<file path="config.mk">
export PLATFORM = sky130hd
export DESIGN_NAME = power_mode_reset_control
export DESIGN_NICKNAME = d
export VERILOG_FILES = /design/src/shared/power_mode_pkg.sv /design/src/design/power_mode_reset_control.sv /design/src/design/reset_pin_sampler.sv
export SDC_FILE = /design/constraint.sdc
export NUM_CORES = 1
export LEC_CHECK = 0
export ABC_AREA = 1
export BUFFER_PORTS_ARGS = -buffer_cell sky130_fd_sc_hd__buf_2
export CORE_ASPECT_RATIO = 1.5
export CORE_MARGIN = 1
export CORE_UTILIZATION = 30
export CTS_BUF_LIST = sky130_fd_sc_hd__clkbuf_16
export CTS_CLUSTER_SIZE = 16
export DETAILED_ROUTE_END_ITERATION = 16
export GPL_TIMING_DRIVEN = 0
export PLACE_DENSITY_LB_ADDON = 0.3
export SLEW_MARGIN = 30
export SYNTH_ARGS = -nofsm -noshare
export SYNTH_HDL_FRONTEND = slang
export SYNTH_HIERARCHICAL = 1
export SYNTH_SLANG_ARGS = --single-unit
</file>
<file path="constraint.sdc">
create_clock -name ref_clk_i -period 2.1 [get_ports ref_clk_i]
set_clock_uncertainty 0.2 [all_clocks]
set_input_delay 0.105 -clock ref_clk_i [delete_from_list [all_inputs] [get_ports ref_clk_i]]
set_output_delay 0.105 -clock ref_clk_i [all_outputs]
set_load 0.05 [all_outputs]
</file>
<file path="src/shared/power_mode_pkg.sv">
/*
 * power_mode_pkg: constants, states and carriers for the power-mode and reset control.
 * assumes a 100 MHz core clock and machine cycles of four clock states.
 */
package power_mode_pkg;

	// ----------------------------------------------------------------
	// timing
	// ----------------------------------------------------------------
	localparam int          CLK_PERIOD_NS     = 10;
	localparam int          STATES_PER_MCYCLE = 4;
	localparam logic [1:0]  FOURTH_STATE_IDX  = 2'h3;
	localparam int          RESET_STRETCH_MC  = 2;
	localparam logic [3:0]  RESET_STRETCH_CYC = 4'(RESET_STRETCH_MC * STATES_PER_MCYCLE);
	localparam int          WDT_RESET_DELAY   = 512;
	localparam logic [9:0]  WDT_DELAY_CYC     = 10'(WDT_RESET_DELAY);
	localparam int          POR_DELAY_US      = 10;
	localparam int          POR_DELAY_CYC     = POR_DELAY_US * 1000 / CLK_PERIOD_NS;

	// ----------------------------------------------------------------
	// power control and watchdog control bit positions
	// ----------------------------------------------------------------
	localparam int          PWR_IDLE_BIT      = 0;
	localparam int          PWR_PD_BIT        = 1;
	localparam int          WDC_POR_BIT       = 6;
	localparam int          WDC_WDT_FLAG_BIT  = 2;
	localparam int          WDC_WDT_EN_BIT    = 1;
	localparam logic [7:0]  RESET_VECTOR      = 8'h00;
	localparam logic [7:0]  PORT_RESET_VALUE  = 8'hff;

	typedef enum logic [2:0] {
		ST_POR    = 3'b000,
		ST_RESET  = 3'b001,
		ST_RUN    = 3'b010,
		ST_IDLE   = 3'b011,
		ST_PDOWN  = 3'b100
	} pm_state_t;

	typedef struct packed {
		logic [7:0] p0;
		logic [7:0] p1;
		logic [7:0] p2;
		logic [7:0] p3;
	} port_set_t;

	typedef struct packed {
		logic       por_flag;
		logic       watchdog_reset_flag;
		logic       watchdog_reset_enable;
	} reset_flags_t;

endpackage

</file>
<file path="src/design/power_mode_reset_control.sv">
/*
 * power_mode_reset_control: idle and power-down entry and wake-up, reset sources,
 * reset-cause flags, bus strobes and port pin control per mode.
 * assumes the core presents power control writes as one-cycle strobes and that
 * the supply monitor level is synchronous; the oscillator enable gates all clocks
 * outside this block, which itself keeps running on ref_clk_i.
 */
// Behaviour
// (RQ1) writing power control bit 0 asks for idle after that instruction
// (RQ2) idle stops only the cpu clock; peripherals stay clocked
// (RQ3) idle holds both strobes high and ports frozen
// (RQ4) enabled interrupt clears idle bit and resumes after the idle instruction
// (RQ5) reset out of idle restarts at the reset vector, skipping the next instruction
// (RQ6) external reset must hold the pin high at least eight clocks
// (RQ7) watchdog timeout wakes idle; reset follows 512 clocks unless restarted
// (RQ8) writing power control bit 1 enters power down, all clocks stopped
// (RQ9) power down drives both strobes low, ports show port registers
// (RQ10) reset pin high ends power down, restarts clock, runs from zero
// (RQ11) watchdog never runs nor resets in power down
// (RQ12) low enabled level-mode external interrupt with global enable wakes power down
// (RQ13) external program memory floats port 0; idle port 2 carries address
// (RQ14) reset pin sampled in fourth state; reset applied synchronously
// (RQ15) reset held while pin high and two machine cycles after
// (RQ16) external reset sets no flag of its own
// (RQ17) low supply resets; recovery runs power-on delay and sets power-on flag
// (RQ18) software clears the power-on flag after reading it
// (RQ19) reset exit from idle has no oscillator start-up delay
// (RQ20) only reset-cause flags depend on the reset source
// (RQ21) power-on reset sets power-on flag, clears watchdog flag and enable
// (RQ22) watchdog reset sets the watchdog reset flag
// (RQ23) watchdog and external resets keep the watchdog reset enable
// (RQ24) idle and power down requested together enter power down
module power_mode_reset_control
	import power_mode_pkg::*;
#(
	parameter int POR_CYCLES = POR_DELAY_CYC
)(
	input  wire logic         ref_clk_i,
	input  wire logic         reset_n_i,
	input  wire logic         reset_pin_i,
	input  wire logic         supply_ok_i,
	input  wire logic         power_control_write_i,
	input  wire logic [7:0]   power_control_wdata_i,
	input  wire logic         wdc_write_i,
	input  wire logic         wdc_por_wdata_i,
	input  wire logic         wdc_wdt_flag_wdata_i,
	input  wire logic         wdc_wdt_en_wdata_i,
	input  wire logic         wdt_restart_i,
	input  wire logic         wdt_timeout_i,
	input  wire logic         wdt_irq_enable_i,
	input  wire logic         irq_pending_i,
	input  wire logic [1:0]   ext_int_n_i,
	input  wire logic [1:0]   ext_int_enable_i,
	input  wire logic [1:0]   ext_int_level_i,
	input  wire logic         global_interrupt_enable,
	input  wire logic         ext_program_mem_i,
	input  wire logic         ale_run_i,
	input  wire logic         program_store_strobe_run_i,
	input  wire port_set_t    port_run_i,
	input  wire port_set_t    port_reg_i,
	input  wire logic [7:0]   addr_high_i,
	output logic              cpu_clk_en_o,
	output logic              periph_clk_en_o,
	output logic              osc_en_o,
	output logic              core_reset_o,
	output logic [7:0]        reset_vector_o,
	output logic              idle_bit_o,
	output logic              pd_bit_o,
	output logic              wdt_interrupt_o,
	output logic              ale_o,
	output logic              program_store_strobe,
	output port_set_t         port_o,
	output logic              port0_oe_o,
	output reset_flags_t      flags_o,
	output logic              fourth_state_o
);

	// ----------------------------------------------------------------
	// reset pin sampling
	// ----------------------------------------------------------------
	logic pin_reset;

	reset_pin_sampler u_sampler (
		.ref_clk_i      (ref_clk_i),
		.reset_n_i      (reset_n_i),
		.reset_pin_i    (reset_pin_i),
		.fourth_state_o (fourth_state_o),
		.pin_reset_o    (pin_reset)
	);

	// ----------------------------------------------------------------
	// power-on delay and watchdog reset countdown
	// ----------------------------------------------------------------
	logic [31:0]  por_cnt_q, por_cnt_d;
	logic [9:0]   wdt_cnt_q, wdt_cnt_d;
	logic         wdt_arm_q, wdt_arm_d;
	logic         wdt_reset;
	logic         por_busy;
	pm_state_t    state_q, state_d;
	reset_flags_t flags_q, flags_d;

	assign por_busy = (por_cnt_q != 32'h0);

	always_comb begin
		por_cnt_d = por_cnt_q;
		if (!supply_ok_i)
			por_cnt_d = 32'(POR_CYCLES); // see (RQ17)
		else if (por_busy)
			por_cnt_d = por_cnt_q - 32'h1;
	end

	always_comb begin
		wdt_cnt_d = wdt_cnt_q;
		wdt_arm_d = wdt_arm_q;
		if (state_q == ST_PDOWN || core_reset_o || wdt_restart_i) begin
			// no clock reaches the watchdog in power down
			wdt_arm_d = 1'b0; // see (RQ11)
			wdt_cnt_d = 10'h0;
		end else if (wdt_timeout_i && !wdt_arm_q) begin
			wdt_arm_d = 1'b1;
			wdt_cnt_d = WDT_DELAY_CYC - 10'h1; // see (RQ7)
		end else if (wdt_arm_q && wdt_cnt_q != 10'h0) begin
			wdt_cnt_d = wdt_cnt_q - 10'h1;
		end
	end

	assign wdt_reset       = wdt_arm_q && (wdt_cnt_q == 10'h0) && flags_q.watchdog_reset_enable;
	assign wdt_interrupt_o = wdt_timeout_i && wdt_irq_enable_i;

	always_ff @(posedge ref_clk_i) begin
		if (!reset_n_i) begin
			por_cnt_q <= 32'h0;
			wdt_cnt_q <= 10'h0;
			wdt_arm_q <= 1'b0;
		end else begin
			por_cnt_q <= por_cnt_d;
			wdt_cnt_q <= wdt_cnt_d;
			wdt_arm_q <= wdt_arm_d;
		end
	end

	// ----------------------------------------------------------------
	// power mode state machine
	// ----------------------------------------------------------------
	logic       pd_wake_int;
	logic       any_reset;
	logic [3:0] wdt_hold_q, wdt_hold_d;

	// level wake needs per-pin enable, level mode and the global enable
	always_comb begin
		pd_wake_int = 1'b0;
		for (int i = 0; i < 2; i++) begin
			if (!ext_int_n_i[i] && ext_int_enable_i[i] && ext_int_level_i[i])
				pd_wake_int = global_interrupt_enable; // see (RQ12)
		end
	end

	// watchdog reset is held for two machine cycles like a pin reset
	always_comb begin
		wdt_hold_d = wdt_hold_q;
		if (wdt_reset)
			wdt_hold_d = RESET_STRETCH_CYC;
		else if (wdt_hold_q != 4'h0)
			wdt_hold_d = wdt_hold_q - 4'h1;
	end

	assign any_reset = !supply_ok_i || por_busy || pin_reset || wdt_hold_q != 4'h0;

	always_comb begin
		state_d = state_q;
		case (state_q)
			ST_POR: begin
				if (!supply_ok_i || por_busy)
					state_d = ST_POR;
				else
					state_d = ST_RUN;
			end
			ST_RESET: begin
				if (!supply_ok_i || por_busy)
					state_d = ST_POR;
				else if (!any_reset)
					state_d = ST_RUN; // see (RQ15)
			end
			ST_RUN: begin
				if (any_reset)
					state_d = (!supply_ok_i) ? ST_POR : ST_RESET;
				else if (power_control_write_i && power_control_wdata_i[PWR_PD_BIT])
					state_d = ST_PDOWN; // see (RQ8) (RQ24)
				else if (power_control_write_i && power_control_wdata_i[PWR_IDLE_BIT])
					state_d = ST_IDLE; // see (RQ1)
			end
			ST_IDLE: begin
				// clock never stopped, so reset leaves with no start-up wait
				if (any_reset)
					state_d = (!supply_ok_i) ? ST_POR : ST_RESET; // see (RQ5) (RQ19)
				else if (irq_pending_i || wdt_interrupt_o)
					state_d = ST_RUN; // see (RQ4) (RQ7)
			end
			ST_PDOWN: begin
				if (!supply_ok_i)
					state_d = ST_POR;
				else if (pin_reset)
					state_d = ST_RESET; // see (RQ10)
				else if (pd_wake_int)
					state_d = ST_RUN;
			end
			default: state_d = ST_RESET;
		endcase
	end

	always_ff @(posedge ref_clk_i) begin
		if (!reset_n_i) begin
			state_q    <= ST_POR;
			wdt_hold_q <= 4'h0;
		end else begin
			state_q    <= state_d;
			wdt_hold_q <= wdt_hold_d;
		end
	end

	// ----------------------------------------------------------------
	// reset-cause flags
	// ----------------------------------------------------------------
	always_comb begin
		flags_d = flags_q;
		if (wdc_write_i) begin
			flags_d.por_flag              = wdc_por_wdata_i; // see (RQ18)
			flags_d.watchdog_reset_flag   = wdc_wdt_flag_wdata_i;
			flags_d.watchdog_reset_enable = wdc_wdt_en_wdata_i;
		end
		// hardware sets override a simultaneous software clear
		if (wdt_reset)
			flags_d.watchdog_reset_flag = 1'b1; // see (RQ22) (RQ23)
		if (!supply_ok_i || por_busy) begin
			flags_d.por_flag              = 1'b1; // see (RQ17) (RQ21)
			flags_d.watchdog_reset_flag   = 1'b0;
			flags_d.watchdog_reset_enable = 1'b0;
		end
		// a pin reset leaves every flag alone: see (RQ16) (RQ20)
	end

	always_ff @(posedge ref_clk_i) begin
		if (!reset_n_i) begin
			flags_q <= '{por_flag: 1'b1, watchdog_reset_flag: 1'b0,
				watchdog_reset_enable: 1'b0};
		end else begin
			flags_q <= flags_d;
		end
	end

	assign flags_o = flags_q;

	// ----------------------------------------------------------------
	// clocks, strobes and pins per mode
	// ----------------------------------------------------------------
	logic      in_reset;
	port_set_t frozen_q, frozen_d;
	port_set_t port_d;
	logic      ale_d, pss_d, oe_d;
	logic      ale_q, pss_q, oe_q;
	port_set_t port_q;

	assign in_reset = (state_q == ST_POR) || (state_q == ST_RESET);

	always_comb begin
		frozen_d = frozen_q;
		if (state_q == ST_RUN && state_d == ST_IDLE)
			frozen_d = port_run_i; // latch pin states at idle entry
	end

	always_comb begin
		ale_d  = ale_run_i;
		pss_d  = program_store_strobe_run_i;
		port_d = port_run_i;
		oe_d   = 1'b1;
		case (state_d)
			ST_IDLE: begin
				ale_d  = 1'b1; // see (RQ3)
				pss_d  = 1'b1;
				port_d = frozen_d;
				if (ext_program_mem_i) begin
					port_d.p2 = addr_high_i; // see (RQ13)
					oe_d      = 1'b0;
				end
			end
			ST_PDOWN: begin
				ale_d  = 1'b0; // see (RQ9)
				pss_d  = 1'b0;
				port_d = port_reg_i;
				oe_d   = !ext_program_mem_i; // see (RQ13)
			end
			ST_POR, ST_RESET: begin
				ale_d  = 1'b1;
				pss_d  = 1'b1;
				port_d = {4{PORT_RESET_VALUE}};
				oe_d   = 1'b0;
			end
			default: ;
		endcase
	end

	always_ff @(posedge ref_clk_i) begin
		if (!reset_n_i) begin
			frozen_q <= {4{PORT_RESET_VALUE}};
			port_q   <= {4{PORT_RESET_VALUE}};
			ale_q    <= 1'b1;
			pss_q    <= 1'b1;
			oe_q     <= 1'b0;
		end else begin
			frozen_q <= frozen_d;
			port_q   <= port_d;
			ale_q    <= ale_d;
			pss_q    <= pss_d;
			oe_q     <= oe_d;
		end
	end

	assign port_o               = port_q;
	assign ale_o                = ale_q;
	assign program_store_strobe = pss_q;
	assign port0_oe_o           = oe_q;
	assign cpu_clk_en_o         = (state_q == ST_RUN) || in_reset; // see (RQ2)
	assign periph_clk_en_o      = (state_q != ST_PDOWN);
	assign osc_en_o             = (state_q != ST_PDOWN);
	assign core_reset_o         = in_reset; // see (RQ14)
	assign reset_vector_o       = RESET_VECTOR;
	assign idle_bit_o           = (state_q == ST_IDLE);
	assign pd_bit_o             = (state_q == ST_PDOWN);

endmodule

</file>
<file path="src/design/reset_pin_sampler.sv">
/*
 * reset_pin_sampler: samples the reset pin once per machine cycle in the fourth
 * state and stretches the internal reset after the pin falls.
 * assumes the pin is synchronous to ref_clk_i and the clock is running.
 */
module reset_pin_sampler
	import power_mode_pkg::*;
(
	input  wire logic ref_clk_i,
	input  wire logic reset_n_i,
	input  wire logic reset_pin_i,
	output logic      fourth_state_o,
	output logic      pin_reset_o
);

	logic [1:0] phase_q, phase_d;
	logic [1:0] hits_q, hits_d;
	logic [3:0] stretch_q, stretch_d;
	logic       active_q, active_d;

	always_comb begin
		phase_d   = phase_q + 2'h1;
		hits_d    = hits_q;
		stretch_d = stretch_q;
		active_d  = active_q;
		if (phase_q == FOURTH_STATE_IDX) begin // see (RQ14)
			if (reset_pin_i) begin
				// two consecutive high samples make a valid reset
				hits_d = (hits_q == 2'h2) ? 2'h2 : hits_q + 2'h1;
				if (hits_q != 2'h0)
					active_d = 1'b1;
			end else begin
				hits_d = 2'h0;
			end
		end
		if (active_q && reset_pin_i) begin
			stretch_d = RESET_STRETCH_CYC; // see (RQ15)
		end else if (active_q && !reset_pin_i) begin
			if (stretch_q == 4'h0)
				active_d = 1'b0;
			else
				stretch_d = stretch_q - 4'h1;
		end
	end

	always_ff @(posedge ref_clk_i) begin
		if (!reset_n_i) begin
			phase_q   <= 2'h0;
			hits_q    <= 2'h0;
			stretch_q <= 4'h0;
			active_q  <= 1'b0;
		end else begin
			phase_q   <= phase_d;
			hits_q    <= hits_d;
			stretch_q <= stretch_d;
			active_q  <= active_d;
		end
	end

	assign fourth_state_o = (phase_q == FOURTH_STATE_IDX);
	assign pin_reset_o    = active_q;

endmodule

</file>
Yosys cells after proc, flatten, opt, wreduce, memory -nomap -nowiden

Index checks and enable logic that the tools add are counted.

$mul: 0
Add/sub/neg operators: 6
Order comparisons: 0
Equality and inequality tests: 12
Bitwise operators: 2
Shift-type cells: 0
Mux-type cells: 41
Reduce and logical (&&, ||, !) cells: 50
Divide/modulo/power cells: 0

Operators by type and width:

| cell                    | number |
|---|---|
| $pmux W32 S3            | 1 |
| $mux W32                | 1 |
| $reduce_bool A32 Y1     | 1 |
| $sub A32 B1 Y32 const B | 1 |
| $mux W3                 | 10 |
| $mux W10                | 2 |
| $mux W4                 | 5 |
| $mux W9                 | 2 |
| $pmux W3 S5             | 1 |
| $logic_and A1 B1 Y1     | 14 |
| $mux W1                 | 11 |
| $logic_not A10 Y1       | 1 |
| $reduce_bool A10 Y1     | 1 |
| $reduce_bool A2 Y1      | 5 |
| $reduce_or A2 Y1        | 5 |
| $sub A10 B1 Y10 const B | 1 |
| $eq A3 B2 Y1 const B    | 3 |
| $logic_or A1 B1 Y1      | 8 |
| $mux W2                 | 4 |
| $mux W8                 | 1 |
| $sub A4 B1 Y4 const B   | 2 |
| $eq A3 B1 Y1 const B    | 2 |
| $eq A3 B3 Y1 const B    | 2 |
| $logic_not A1 Y1        | 6 |
| 12 further kinds        | 21 |

Memories kept: 0
Memory bits (read-only): 0
Logic and storage cells: 138
Memory bits (writable): 0
Output and inout port bits: 54
Input port bits: 103
Bits in registers: 129
Bits in latches: 0

Longest topological paths before layout

Gate-level depths: netlist of run 1.

Depth in word-level cells: 14
Mapped depth: 16
Mapped depth without buffers: 15

Hierarchy

Netlist of run 1, hierarchy kept.

Modules (own cells, without submodules):

| module                   | seq. area each (µm²) | cells each | area each (µm²) | instances |
|---|---|---|---|---|
| power_mode_reset_control | 2402.3               | 923        | 6204.7          | 1 |
| reset_pin_sampler        | 180.2                | 64         | 473.0           | 1 |

Worst setup path after synthesis of run 1

No wires, ideal clock.

Path kind: reg-to-reg
Start point: reg state_q[2]
End point: reg port_q (netlist bit port_o[23])
Period minus slack after synthesis: 2458 ps
Slack: -358 ps
Buffers on the path: 1
Required time: 1762 ps
Cell stages (with the launch flop): 8
Arrival: 2119 ps
Library setup time: 138 ps
Cells stage by stage: dfxtp_1 -> nor2_1 -> o2111ai_1 -> nand3_4 -> buf_2 -> nand4_1 -> nand3_1 -> nand4_1

Longest elaborated chain between the ends: 8
Elaborated cells between the ends (all ways): 24
Those cells by class: eq/ne (7); mux (13); reduce/logical (4)

Ends and longest elaborated chain:

| item                       | line                                                             | source |
|---|---|---|
| from (decl)                | power_mode_reset_control.sv:99                                   | `pm_state_t state_q, state_d;` |
| from (signal assigned)     | power_mode_reset_control.sv:216                                  | `state_q <= state_d;` |
| $mux W3 (on tied branches) | power_mode_reset_control.sv:204, power_mode_reset_control.sv:189 |  |
| $mux W3 (on tied branches) | power_mode_reset_control.sv:202, power_mode_reset_control.sv:187 |  |
| $mux W3 (on tied branches) | power_mode_reset_control.sv:200, power_mode_reset_control.sv:185 |  |
| $pmux W3 S5                | power_mode_reset_control.sv:171                                  | `case (state_q)` |
| $eq A3 B2 Y1               | power_mode_reset_control.sv:267, power_mode_reset_control.sv:276 |  |
| $logic_and A1 B1 Y1        | power_mode_reset_control.sv:267                                  | `if (state_q == ST_RUN && state_d == ST_IDLE)` |
| $mux W32                   | power_mode_reset_control.sv:267                                  |  |
| $pmux W32 S3 *             | power_mode_reset_control.sv:276                                  | `case (state_d)` |
| to (signal assigned)       | power_mode_reset_control.sv:305                                  | `port_q <= {4{PORT_RESET_VALUE}};` |
| to (signal assigned)       | power_mode_reset_control.sv:311                                  | `port_q <= port_d;` |
| to (decl)                  | power_mode_reset_control.sv:261                                  | `port_set_t port_q;` |

Mark *: on every way between the ends. The rest lies on a longest branch, timed or not.
A chain may end at the register's enable or synchronous reset.

Final worst setup path of run 1

Start point: reg por_cnt_q[22]
End point: reg port_q (netlist bit port_o[11])

Longest elaborated chain between the ends: 12
Elaborated cells between the ends (all ways): 19
Those cells by class: eq/ne (3); mux (9); reduce/logical (7)

Ends and longest elaborated chain:

| item                            | line                                                                                              | source |
|---|---|---|
| from (decl)                     | power_mode_reset_control.sv:94                                                                    | `logic [31:0] por_cnt_q, por_cnt_d;` |
| from (signal assigned)          | power_mode_reset_control.sv:136                                                                   | `por_cnt_q <= por_cnt_d;` |
| $reduce_bool A32 Y1 *           | power_mode_reset_control.sv:102                                                                   | `assign por_busy = (por_cnt_q != 32'h0);` |
| $logic_or A1 B1 Y1 *            | power_mode_reset_control.sv:167, power_mode_reset_control.sv:173, power_mode_reset_control.sv:179 |  |
| $logic_or A1 B1 Y1 (2 in a row) | power_mode_reset_control.sv:167                                                                   | `assign any_reset = !supply_ok_i \|\| por_busy \|\| pin_reset \|\| wdt_hold_q != 4'h0;` |
| $mux W3                         | power_mode_reset_control.sv:181                                                                   | `else if (!any_reset)` |
| $mux W3                         | power_mode_reset_control.sv:179                                                                   | `if (!supply_ok_i \|\| por_busy)` |
| $pmux W3 S5 *                   | power_mode_reset_control.sv:171                                                                   |  |
| $eq A3 B2 Y1                    | power_mode_reset_control.sv:267, power_mode_reset_control.sv:276                                  |  |
| $logic_and A1 B1 Y1             | power_mode_reset_control.sv:267                                                                   |  |
| $mux W32                        | power_mode_reset_control.sv:267                                                                   |  |
| $mux W8                         | power_mode_reset_control.sv:281                                                                   | `if (ext_program_mem_i) begin` |
| $pmux W32 S3 *                  | power_mode_reset_control.sv:276                                                                   |  |

Marked as above.

==> metrics.md, run 1 <==
| Metric | Value |
|---|---|
| Run status | finished, violations left |
| Violated checks | negative setup slack |
| Total negative slack for setup checks | -10,090 ps |
| Fillcell total | 2,129 |
| Worst reg2reg path depth | 14 |
| Critical R2R Launch | por_cnt_q[22] |
| Clock tree from TritonCTS | done |
| Final worst setup slack | -234 ps |
| Vertical extent of the die | 185 um |
| Via-per-instance ratio | 4.73 |
| Async set-or-reset flop fraction in the synthesized netlist | 0% |
| Cell accounting for the most synthesized area | dfxtp_1 |
| HPWL after detailed placement | 15.2 mm |
| CP max FO | 10 |
| Root Buffer | clkbuf_16 |
| Portion of the post-synthesis area used by sequential elements | 38.7% |
| Number of slew-limit violations in the final report | 0 |
| Time the final worst path needs with I/O delays and setup | 2330 ps |
| Fraction of final layout cells with drive strength greater than 1 | 28.8% |
| Largest net degree at the start of global routing | 17 |
| Total inserted antenna cells | 0 |
| Max capacitance violation total | 0 |
| PwrDens | 655 nW/um^2 |
| Via count of the first global-routing pass | 7,231 |
| Highest ir drop seen on vdd | 0.580 mV |
| Initial antenna violation count | 0 |
| Setup violators final | 72 |
| Slowest cell on the critical path | dfxtp_1 |
| Area post-placement | 7790 um^2 |
| M1 GR Usage | 20.1% |
| Starting DRC count in detailed routing | 394 |
| Overall power consumption | 6.71 mW |
| Element type at the critical path start | flip-flop |
| Crit path buffers/inverters | 2 |
| Cell leakage power | 4.87 nW |
| Initial standard-cell utilization of the core | 30.7% |
| Distinct cells, synth | 49 |
| Routability Congestion | 0.863 |
| Input/output buffers | 142 |
| DR WL/cell | 14.3 um |
| Total routed wirelength | 22.5 mm |
| Peak-usage layer in the global routing report | met2 |
| Core ar. | 21,700 um^2 |
| Maximum number of buffers from clock root to sink | 2 |
| Max Freq | 428 MHz |
| Top_reg_cell synth | dfxtp_1 |
| Syn Std Cell Area | 6680 um^2 |
| Cells traversed along the worst timing path | nor2_4, nand2_2, nor2_2, nand2_2, nor2_4, buf_4, o2111ai_2, nand3_4, nand3_2, buf_6, nand2_1, nand3_1, nand2_1, nand3_1 |
| Aggregate global routing overflow | 0 |
| Count of flip-flops with a built-in enable after synthesis | 0 |
| Post-synthesis register bit count | 129 |
| Synthesized instance count | 987 |
| Capture point of the worst path | port_o[11] |
| Sort of element at the end of the critical path | flip-flop |
| Global-route wire length before repair | 34.6 mm |
| Clock insertion delay at the later pin of the skew report | 420 ps |
| Clock input transition at the sequential cells of the worst setup and hold paths | 60 ps |
| Placed Instances | 1,408 |
| Fraction of synthesized cell area taken by the top area cell type | 38.7% |
| Post-route standard cell area excluding fillers | 10,200 um^2 |
| Worst setup slack for register-to-register paths | -230 ps |
| Launch point of the worst path | por_cnt_q[22] |
| Standard-cell rows | 66 |
| Leading cell type in the layout, fill and taps excluded | nand2_1 |
| Ranking of synthesized cells by area | dfxtp_1 39%, nand2_1 15%, inv_1 7.3% |
| Commonest non-fill, non-tap cells in the layout | 251 x nand2_1, 142 x buf_2, 127 x inv_1, 104 x dfxtp_1, 95 x nor2_1 |
| Type of the most critical hold path | primary input to flip-flop |
| Global Route Usage Sum | 19.8% |
| Total count of hold-check failures in the final report | 0 |
| Number of logic stages on the critical path including buffering | 14 |
| Horizontal die dimension | 124 um |
| Net count of the finished layout | 1,396 |
| TritonCTS buffer count | 17 |
| Type of the worst setup path | flip-flop to flip-flop |
| Antenna Nets Post-Route | 0 |
| Number of warning messages in the yosys log | 6 |
| Synth-to-layout area growth | 53.5% |
| Pin slew with the least headroom to its limit | 724 ps |
| Top Ports | 157 |
| Arrival time at the worst endpoint | 2440 ps |
| First-pass iteration count of the detailed router | 7 |
| Met2 routing resource usage after global routing | 37.0% |
| Largest delay share family, worst path | simple AND/OR/NAND/NOR gates |
| Area of the die | 22,900 um^2 |
| CP max stage delay | 360 ps |
| Worst flop-to-flop path endpoint | port_o[11] |
| Number of vias after detailed routing | 7,429 |
| Placement Setup Slack | -620 ps |
| Setup repair after global routing missed its margin | yes |
| Tightest slew margin relative to the limit | 51.7% |
| Remaining design rule violation count | 0 |
| Average cell area after synthesis | 6.77 um^2 |
| Sinks on Clock Net | 129 |
| Met3 track demand over resource | 4.21% |
| Final period util | 111% |
| Post-route insts no fill | 1,570 |
| H-tree depth reported by CTS | 4 |
| Critical path data required time | 2200 ps |
==> cell usage after synthesis (10+ instances only) <==
| cell | count |
|---|---|
| nor2_1 | 118 |
| nor3_1 | 12 |
| buf_4 | 17 |
| clkbuf_1 | 18 |
| dfxtp_1 | 129 |
| nand3_1 | 70 |
| nand2_1 | 267 |
| xor2_1 | 10 |
| o21ai_0 | 24 |
| nand4_1 | 50 |
| a21oi_1 | 42 |
| inv_1 | 129 |
==> through the flow <==
| stage | hold WS [ps] | utilization, % |
|---|---|---|
| final | 91.7 | 47.2 |
| after global routing | 108 | 47.2 |
| after CTS | 58.8 | 45.5 |
| after detailed placement | 128 | 35.9 |
| after global placement | 121 | 35.9 |
| after floorplan | -1.55 | - |
==> where the power goes <==
group          total, mW  internal (mW)  switching [mW]
logic               1.28          0.541           0.736
registers           2.61           2.54          0.0770
clock network       2.82           1.71            1.11
total               6.71           4.79            1.92
==> worst min-delay path, stage by stage <==
cell and delay, ps:
buf_2 100, clkbuf_1 290, o21ai_2 130, inv_1 40
==> cell type report <==
type | count | area, um^2 | area share, %
multi-input cells | 684 | 3760 | 36.7
flip-flops and latches | 129 | 2620 | 25.6
repair buffers | 273 | 2090 | 20.4
inverters | 137 | 531 | 5.18
clock buffers | 17 | 425 | 4.15
plain buffers | 43 | 355 | 3.47
well taps | 272 | 340 | 3.32
clock inverters | 15 | 128 | 1.25
==> how the worst min path moves through the flow <==
stage | cells past startpoint | slack (ps) | to | from
after CTS | 5 | 60 | state_q[1] | global_interrupt_enable
after global placement | 3 | 120 | u_sampler/phase_q[1] | reset_n_i
after global routing | 4 | 110 | port0_oe_o | reset_n_i
final | 4 | 90 | port0_oe_o | reset_n_i
after floorplan | 2 | -2 | u_sampler/phase_q[1] | reset_n_i
after detailed placement | 3 | 130 | u_sampler/phase_q[1] | reset_n_i
==> sequential cells by signal, summed over array words and instances (netlist names), 2 cells and up <==
register / cells
u_sampler/hits_q: 2
por_cnt_q: 32
state_q: 3
wdt_hold_q: 4
frozen_q: 32
port_o: 32
u_sampler/phase_q: 2
wdt_cnt_q: 10
flags_o: 3
u_sampler/stretch_q: 4
==> timing repair <==
action	in CTS	in global routing
gates resized for setup	117	51
pin swaps	61	43
endpoints found under the setup margin	82	82
hold endpoints to repair	85	0
hold buffers	87	0
setup buffers	24	10
gates cloned	5	6
==> kinds of logic (layout without fill, tap and decap cells) <==
group | Yosys count | in the layout | synth area share (%)
other | 1 | 8 | 0.0562
XOR/XNOR | 19 | 19 | 2.49
flip-flops | 129 | 129 | 38.7
buffers and inverters | 182 | 485 | 11.9
adder cells (fa/ha/maj) | 8 | 8 | 1.50
AO/OA/AOI/OAI | 97 | 97 | 8.30
AND/OR/NAND/NOR | 551 | 552 | 37.0
==> metal layers <==
metal / up-vias / wire length [um]
li1: 3748 / -
met1: 3393 / 8380
met2: 233 / 12300
met3: 55 / 1050
met4: 0 / 806
met5: - / 0
No activity file was read; power rests on OpenSTA's default activity.
==> run 2: changes to the inputs <==
--- a/config.mk
+++ b/config.mk
@@ -5,8 +5,8 @@
 export SDC_FILE = /design/constraint.sdc
 export NUM_CORES = 1
 export LEC_CHECK = 0
-export ABC_AREA = 1
 export BUFFER_PORTS_ARGS = -buffer_cell sky130_fd_sc_hd__buf_2
+export CAP_MARGIN = 20
 export CORE_ASPECT_RATIO = 1.5
 export CORE_MARGIN = 1
 export CORE_UTILIZATION = 30
@@ -15,6 +15,7 @@
 export DETAILED_ROUTE_END_ITERATION = 16
 export GPL_TIMING_DRIVEN = 0
 export PLACE_DENSITY_LB_ADDON = 0.3
+export SKIP_CTS_REPAIR_TIMING = 1
 export SLEW_MARGIN = 30
 export SYNTH_ARGS = -nofsm -noshare
 export SYNTH_HDL_FRONTEND = slang
==> metrics.md, run 2 <==
| Metric | Value |
|---|---|
| Vertical extent of the die | 177 um (was 185 um) |
| Commonest non-fill, non-tap cells in the layout | 145 x buf_2, 125 x dfxtp_1, 85 x dlygate4sd3_1, 54 x a21oi_1, 45 x inv_1 (was 251 x nand2_1, 142 x buf_2, 127 x inv_1, 104 x dfxtp_1, 95 x nor2_1) |
| Launch point of the worst path | por_cnt_q[10] (was por_cnt_q[22]) |
| Worst reg2reg path depth | 9 (was 14) |
| Comb power frac | 17.1% (was 19.0%) |
| Syn Std Cell Area | 6110 um^2 (was 6680 um^2) |
| Minimum hold slack | -9.05 ps (was 91.7 ps) |
| Share of power burned in the clock network | 42.7% (was 42.0%) |
| Total count of hold-check failures in the final report | 1 (was 0) |
| Area post-placement | 7310 um^2 (was 7790 um^2) |
| Pin slew with the least headroom to its limit | 712 ps (was 724 ps) |
| Final period util | 157% (was 111%) |
| Cell-internal power | 4.67 mW (was 4.79 mW) |
| Antenna Nets Post-Route | 0 (unchanged) |
| Min-Delay Path Depth | 3 (was 4) |
| Root Buffer | clkbuf_16 (unchanged) |
| Synth-to-layout area growth | 57.2% (was 53.5%) |
| Top_reg_cell synth | dfxtp_1 (unchanged) |
| First-pass iteration count of the detailed router | 4 (was 7) |
| CP max stage delay | 560 ps (was 360 ps) |
| Critical path data required time | 2210 ps (was 2200 ps) |
| Sort of element at the end of the critical path | flip-flop (unchanged) |
| Highest ir drop seen on vdd | 0.496 mV (was 0.580 mV) |
| Overall power consumption | 6.49 mW (was 6.71 mW) |
| Clock insertion delay at the later pin of the skew report | 420 ps (about the same) |
| Initial standard-cell utilization of the core | 30.8% (was 30.7%) |
| Max capacitance violation total | 0 (unchanged) |
| Total negative slack for setup checks | -95,000 ps (was -10,090 ps) |
| Number of logic stages on the critical path including buffering | 9 (was 14) |
| Utilization of the core after routing | 48.3% (was 47.2%) |
| Final worst setup slack | -1190 ps (was -234 ps) |
| Global Route Usage Sum | 18.1% (was 19.8%) |
| Critical R2R Launch | por_cnt_q[10] (was por_cnt_q[22]) |
| Aggregate global routing overflow | 0 (unchanged) |
| Crit path buffers/inverters | 2 (unchanged) |
| Count of flip-flops with a built-in enable after synthesis | 0 (unchanged) |
| Clock input transition at the sequential cells of the worst setup and hold paths | 60 ps (about the same) |
| Arrival time at the worst endpoint | 3400 ps (was 2440 ps) |
| Fillcell total | 1,935 (was 2,129) |
| Max Freq | 304 MHz (was 428 MHz) |
| PwrDens | 676 nW/um^2 (was 655 nW/um^2) |
| HPWL after detailed placement | 13.8 mm (was 15.2 mm) |
| H-tree depth reported by CTS | 4 (unchanged) |
| Placement Setup Slack | -1720 ps (was -620 ps) |
| Total routed wirelength | 21.1 mm (was 22.5 mm) |
| Via-per-instance ratio | 5.08 (was 4.73) |
| Start point of the worst hold path | supply_ok_i (was reset_n_i) |
| Fraction of final layout cells with drive strength greater than 1 | 33.2% (was 28.8%) |
| Core ar. | 19,900 um^2 (was 21,700 um^2) |
| Part of the total power dissipated in sequential elements | 40.2% (was 38.9%) |
| Remaining design rule violation count | 0 (unchanged) |
| Post-synthesis register bit count | 129 (unchanged) |
| Routability Congestion | 0.787 (was 0.863) |
| Time the final worst path needs with I/O delays and setup | 3290 ps (was 2330 ps) |
| Cell leakage power | 3.90 nW (was 4.87 nW) |
| Largest delay share family, worst path | simple AND/OR/NAND/NOR gates (unchanged) |
| Horizontal die dimension | 119 um (was 124 um) |
| CP max FO | 10 (unchanged) |
| Setup repair after global routing missed its margin | yes (unchanged) |
| DR WL/cell | 16.6 um (was 14.3 um) |
| Violated checks | negative hold slack, negative setup slack (was negative setup slack) |
| Cells traversed along the worst timing path | or4_4, or4_4, nor4_4, buf_6, a31oi_4, nor2_2, a21oi_4, buf_2, a221o_1 (was nor2_4, nand2_2, nor2_2, nand2_2, nor2_4, buf_4, o2111ai_2, nand3_4, nand3_2, buf_6, nand2_1, nand3_1, nand2_1, nand3_1) |
| Placed Instances | 1,113 (was 1,408) |
| Post-route insts no fill | 1,269 (was 1,570) |
| Largest net degree at the start of global routing | 17 (unchanged) |
| Standard-cell rows | 63 (was 66) |
| Leading cell type in the layout, fill and taps excluded | buf_2 (was nand2_1) |
| Ranking of synthesized cells by area | dfxtp_1 42%, o211ai_1 4.8%, a21oi_1 4.6% (was dfxtp_1 39%, nand2_1 15%, inv_1 7.3%) |
| Crit path top cell by count | or4_4 |
| Dominant cell by count in the synthesized netlist | dfxtp_1 (was nand2_1) |
| Portion of the post-synthesis area used by sequential elements | 42.3% (was 38.7%) |
| Element type at the critical path start | flip-flop (unchanged) |
| Most used standard cells in the synthesized netlist | 129 x dfxtp_1, 56 x a21oi_1, 47 x inv_1 (was 267 x nand2_1, 129 x dfxtp_1, 129 x inv_1) |
| Global-route wire length before repair | 29.5 mm (was 34.6 mm) |
| Run status | finished, violations left (unchanged) |
| Fraction of power spent switching nets | 28.2% (was 28.7%) |
| Net count of the finished layout | 1,106 (was 1,396) |
| Number of warning messages in the yosys log | 6 (unchanged) |
| Post-route standard cell area excluding fillers | 9600 um^2 (was 10,200 um^2) |
| Area of the die | 20,900 um^2 (was 22,900 um^2) |
| Via count of the first global-routing pass | 5,711 (was 7,231) |
| Initial antenna violation count | 1 (was 0) |
| Slowest cell on the critical path | or4_4 (was dfxtp_1) |
| Clock tree from TritonCTS | done (unchanged) |
| Starting DRC count in detailed routing | 295 (was 394) |
| Distinct cells, synth | 57 (was 49) |
| Type of the worst setup path | flip-flop to flip-flop (unchanged) |
| Cell accounting for the most synthesized area | dfxtp_1 (unchanged) |
| Async set-or-reset flop fraction in the synthesized netlist | 0% (unchanged) |
| Setup violators final | 111 (was 72) |
| Number of vias after detailed routing | 6,449 (was 7,429) |
| Top Ports | 157 (unchanged) |
| Sinks on Clock Net | 129 (unchanged) |
| Maximum number of buffers from clock root to sink | 2 (unchanged) |
| Number of slew-limit violations in the final report | 0 (unchanged) |
| Net switching power | 1.83 mW (was 1.92 mW) |
| Fraction of synthesized cell area taken by the top area cell type | 42.3% (was 38.7%) |
| Average cell area after synthesis | 8.66 um^2 (was 6.77 um^2) |
| Synthesized instance count | 705 (was 987) |
| Input/output buffers | 141 (was 142) |
| Type of the most critical hold path | primary input to flip-flop (unchanged) |
| Tightest slew margin relative to the limit | 52.5% (was 51.7%) |
| TritonCTS buffer count | 17 (unchanged) |
==> run 2: area by class of cell <==
cell class | count | area (um^2) | share of cell area [%]
repair buffers | 265 | 1930 | 20.1
multi-input cells | 477 | 3600 | 37.5
clock buffers | 17 | 425 | 4.43
diodes | 1 | 2.50 | 0.0261
well taps | 260 | 325 | 3.39
inverters | 47 | 183 | 1.90
clock inverters | 15 | 121 | 1.26
flip-flops and latches | 129 | 2590 | 27.0
plain buffers | 58 | 425 | 4.43
==> run 2: routing by layer <==
metal / wire length, um / vias up / GRT usage (%)
met1: 8440 / 3092 / 20.8
met4: 435 / 0 / 8.44
met2: 11300 / 179 / 31.6
li1: - / 3153 / -
met5: 0 / - / 0
met3: 897 / 25 / 4.19
==> run 2: cells by family after synthesis <==
logic type,after synthesis,share of synthesized area [%]
adder cells (fa/ha/maj),8,1.64
AND/OR/NAND/NOR,202,18.0
multiplexers,4,0.655
XOR/XNOR,29,4.16
AO/OA/AOI/OAI,226,25.7
flip-flops,129,42.3
buffers and inverters,106,7.50
other,1,0.0614
==> run 2: tightest hold or removal path: cells and delay by family <==
family,cells,cell delay [ps]
buf+inv,2,330
simple gates,1,130
==> run 2: final timing paths <==
| check | endpoint | slack, ps |
|---|---|---|
| setup reg to reg | port_o[7] | -1190 |
| setup / recovery | port_o[7] | -1190 |
| hold reg to reg | u_sampler/phase_q[0] | 230 |
| hold / removal | flags_o[2] | -9 |
==> run 2: power groups by stage <==
| stage | Sequential (mW) | Combinational (mW) | Clock (mW) |
|---|---|---|---|
| 2_1_floorplan | 2.68 | 0.559 | 0 |
| 3_3_place_gp | 2.65 | 0.836 | 0 |
| 3_5_place_dp | 2.65 | 0.842 | 0 |
| 4_1_cts | 2.60 | 0.849 | 2.83 |
| 5_1_grt | 2.62 | 1.21 | 2.93 |
| 6_report | 2.61 | 1.11 | 2.78 |
==> run 3: changes to the inputs <==
--- a/config.mk
+++ b/config.mk
@@ -5,7 +5,6 @@
 export SDC_FILE = /design/constraint.sdc
 export NUM_CORES = 1
 export LEC_CHECK = 0
-export BUFFER_PORTS_ARGS = -buffer_cell sky130_fd_sc_hd__buf_2
 export CAP_MARGIN = 20
 export CORE_ASPECT_RATIO = 1.5
 export CORE_MARGIN = 1
@@ -13,6 +12,7 @@
 export CTS_BUF_LIST = sky130_fd_sc_hd__clkbuf_16
 export CTS_CLUSTER_SIZE = 16
 export DETAILED_ROUTE_END_ITERATION = 16
+export DONT_BUFFER_PORTS = 1
 export GPL_TIMING_DRIVEN = 0
 export PLACE_DENSITY_LB_ADDON = 0.3
 export SKIP_CTS_REPAIR_TIMING = 1
==> metrics.md, run 3 (synthesis gave the netlist of run 2 again) <==
| Metric | Value |
|---|---|
| Run status | finished, violations left (unchanged) |
| Violated checks | negative hold slack, negative setup slack (unchanged) |
| Setup repair after global routing missed its margin | yes (unchanged) |
| Via count of the first global-routing pass | 5,395 (was 5,711) |
| Minimum hold slack | -88.7 ps (was -9.05 ps) |
| Vertical extent of the die | 177 um (unchanged) |
| Antenna Nets Post-Route | 0 (unchanged) |
| Clock insertion delay at the later pin of the skew report | 430 ps (was 420 ps) |
| Number of vias after detailed routing | 5,988 (was 6,449) |
| Worst setup slack for register-to-register paths | -1220 ps (was -1190 ps) |
| Type of the worst setup path | flip-flop to flip-flop (unchanged) |
| Cell leakage power | 3.55 nW (was 3.90 nW) |
| Global-route wire length before repair | 28.9 mm (was 29.5 mm) |
| Clock input transition at the sequential cells of the worst setup and hold paths | 60 ps (about the same) |
| Start point of the worst hold path | supply_ok_i (unchanged) |
| Final worst setup slack | -1220 ps (was -1190 ps) |
| Utilization of the core after routing | 47.1% (was 48.3%) |
| Sort of element at the end of the critical path | flip-flop (unchanged) |
| Largest net degree at the start of global routing | 17 (unchanged) |
| Global Route Usage Sum | 17.8% (was 18.1%) |
| Final period util | 158% (was 157%) |
| Worst reg2reg path depth | 10 (was 9) |
| Routability Congestion | 0.797 (was 0.787) |
| Initial standard-cell utilization of the core | 30.8% (unchanged) |
| Total negative slack for setup checks | -96,160 ps (was -95,000 ps) |
| Clock tree from TritonCTS | done (unchanged) |
| Net count of the finished layout | 973 (was 1,106) |
| Min-Delay Path Depth | 3 (unchanged) |
| Top Ports | 157 (unchanged) |
| Aggregate global routing overflow | 0 (unchanged) |
| Pin slew with the least headroom to its limit | 828 ps (was 712 ps) |
| Initial antenna violation count | 0 (was 1) |
| Root Buffer | clkbuf_16 (unchanged) |
| Multi-input logic area | 3820 um^2 (was 3600 um^2) |
| Horizontal die dimension | 119 um (unchanged) |
| PwrDens | 746 nW/um^2 (was 676 nW/um^2) |
| Commonest non-fill, non-tap cells in the layout | 121 x dfxtp_1, 85 x dlygate4sd3_1, 48 x a21oi_1, 44 x inv_1, 42 x buf_4 (was 145 x buf_2, 125 x dfxtp_1, 85 x dlygate4sd3_1, 54 x a21oi_1, 45 x inv_1) |
| Fraction of final layout cells with drive strength greater than 1 | 27.9% (was 33.2%) |
| First-pass iteration count of the detailed router | 4 (unchanged) |
| Total inserted antenna cells | 0 (was 1) |
| Element type at the critical path start | flip-flop (unchanged) |
| H-tree depth reported by CTS | 4 (unchanged) |
| Max capacitance violation total | 0 (unchanged) |
| DR WL/cell | 18.1 um (was 16.6 um) |
| HPWL after detailed placement | 13.5 mm (was 13.8 mm) |
| Max Freq | 301 MHz (was 304 MHz) |
| Remaining design rule violation count | 0 (unchanged) |
| Tightest slew margin relative to the limit | 44.8% (was 52.5%) |
| Placement Setup Slack | -1740 ps (was -1720 ps) |
| Total routed wirelength | 20.6 mm (was 21.1 mm) |
| Total area of sequential cells | 2600 um^2 (was 2590 um^2) |
| CP max FO | 5 (was 10) |
| Setup violators final | 114 (was 111) |
| Overall power consumption | 6.98 mW (was 6.49 mW) |
| Input/output buffers | 0 (was 141) |
| Sinks on Clock Net | 129 (unchanged) |
| Worst flop-to-flop path endpoint | port_o[3] (was port_o[7]) |
| Standard-cell rows | 63 (unchanged) |
| Fillcell total | 1,872 (was 1,935) |
| Arrival time at the worst endpoint | 3420 ps (was 3400 ps) |
| Type of the most critical hold path | primary input to flip-flop (unchanged) |
| Total count of hold-check failures in the final report | 7 (was 1) |
| Core ar. | 19,900 um^2 (unchanged) |
| Via-per-instance ratio | 5.28 (was 5.08) |
| Synth-to-layout area growth | 53.1% (was 57.2%) |
| Min-Delay Endpoint | port0_oe_o (was flags_o[2]) |
| Leading cell type in the layout, fill and taps excluded | dfxtp_1 (was buf_2) |
| Number of slew-limit violations in the final report | 0 (unchanged) |
| Area of the die | 20,900 um^2 (unchanged) |
| Time the final worst path needs with I/O delays and setup | 3320 ps (was 3290 ps) |
| Maximum number of buffers from clock root to sink | 2 (unchanged) |
| Critical R2R Launch | por_cnt_q[10] (unchanged) |
| TritonCTS buffer count | 17 (unchanged) |
| Highest ir drop seen on vdd | 0.724 mV (was 0.496 mV) |
| Starting DRC count in detailed routing | 274 (was 295) |
| Critical path data required time | 2200 ps (was 2210 ps) |
-- run 3: worst max-delay path, stage by stage (launching register included) --
cell,delay [ps]
dfxtp_2,320
or4_4,570
or4_4,550
nor4_4,270
buf_6,180
buf_6,110
nand3_4,70
a31o_4,310
buf_8,150
a21o_1,150
a221o_1,290
-- run 3: worst max-delay path by stage --
stage | depth (start not counted) | start | to | slack, ps
detailed placement | 8 | por_cnt_q[26] | port_o[15] | -1740
CTS | 8 | por_cnt_q[26] | port_o[15] | -1760
finish | 10 | por_cnt_q[10] | port_o[3] | -1220
global route | 10 | por_cnt_q[10] | port_o[27] | -1310
floorplan | 10 | por_cnt_q[15] | frozen_q[10] | -1020
global placement | 8 | por_cnt_q[26] | port_o[15] | -1740
-- run 3: routing by layer --
layer	track usage (%)	part of all wire [%]	routed length (um)
met1	19.9	40	8210
met2	30.6	53	10900
met3	5.54	4.6	956
met4	8.60	2.4	501
met5	0	0	0
-- run 3: power breakdown --
| group | leakage, nW | internal, mW | switching (mW) |
|---|---|---|---|
| Sequential | 1.05 | 2.53 | 0.125 |
| Combinational | 2.19 | 0.513 | 0.563 |
| Clock | 0.308 | 2.10 | 1.16 |
| Total | 3.55 | 5.14 | 1.84 |
-- run 3: final cells by class --
class / instances / share of cell area (%)
buffer: 56 / 4.68
clock buffer: 17 / 4.55
clock inverter: 15 / 2.31
inverter: 47 / 1.95
multi-input combinational: 477 / 40.8
sequential: 129 / 27.8
tap: 260 / 3.48
timing repair buffer: 134 / 14.4
-- run 3: per-stage QoR --
stage	std cells	instance area (um^2)
5_1_grt	1135	9350
2_1_floorplan	712	6280
4_1_cts	1004	7260
3_3_place_gp	972	6600
3_5_place_dp	972	6620
6_report	1135	9350
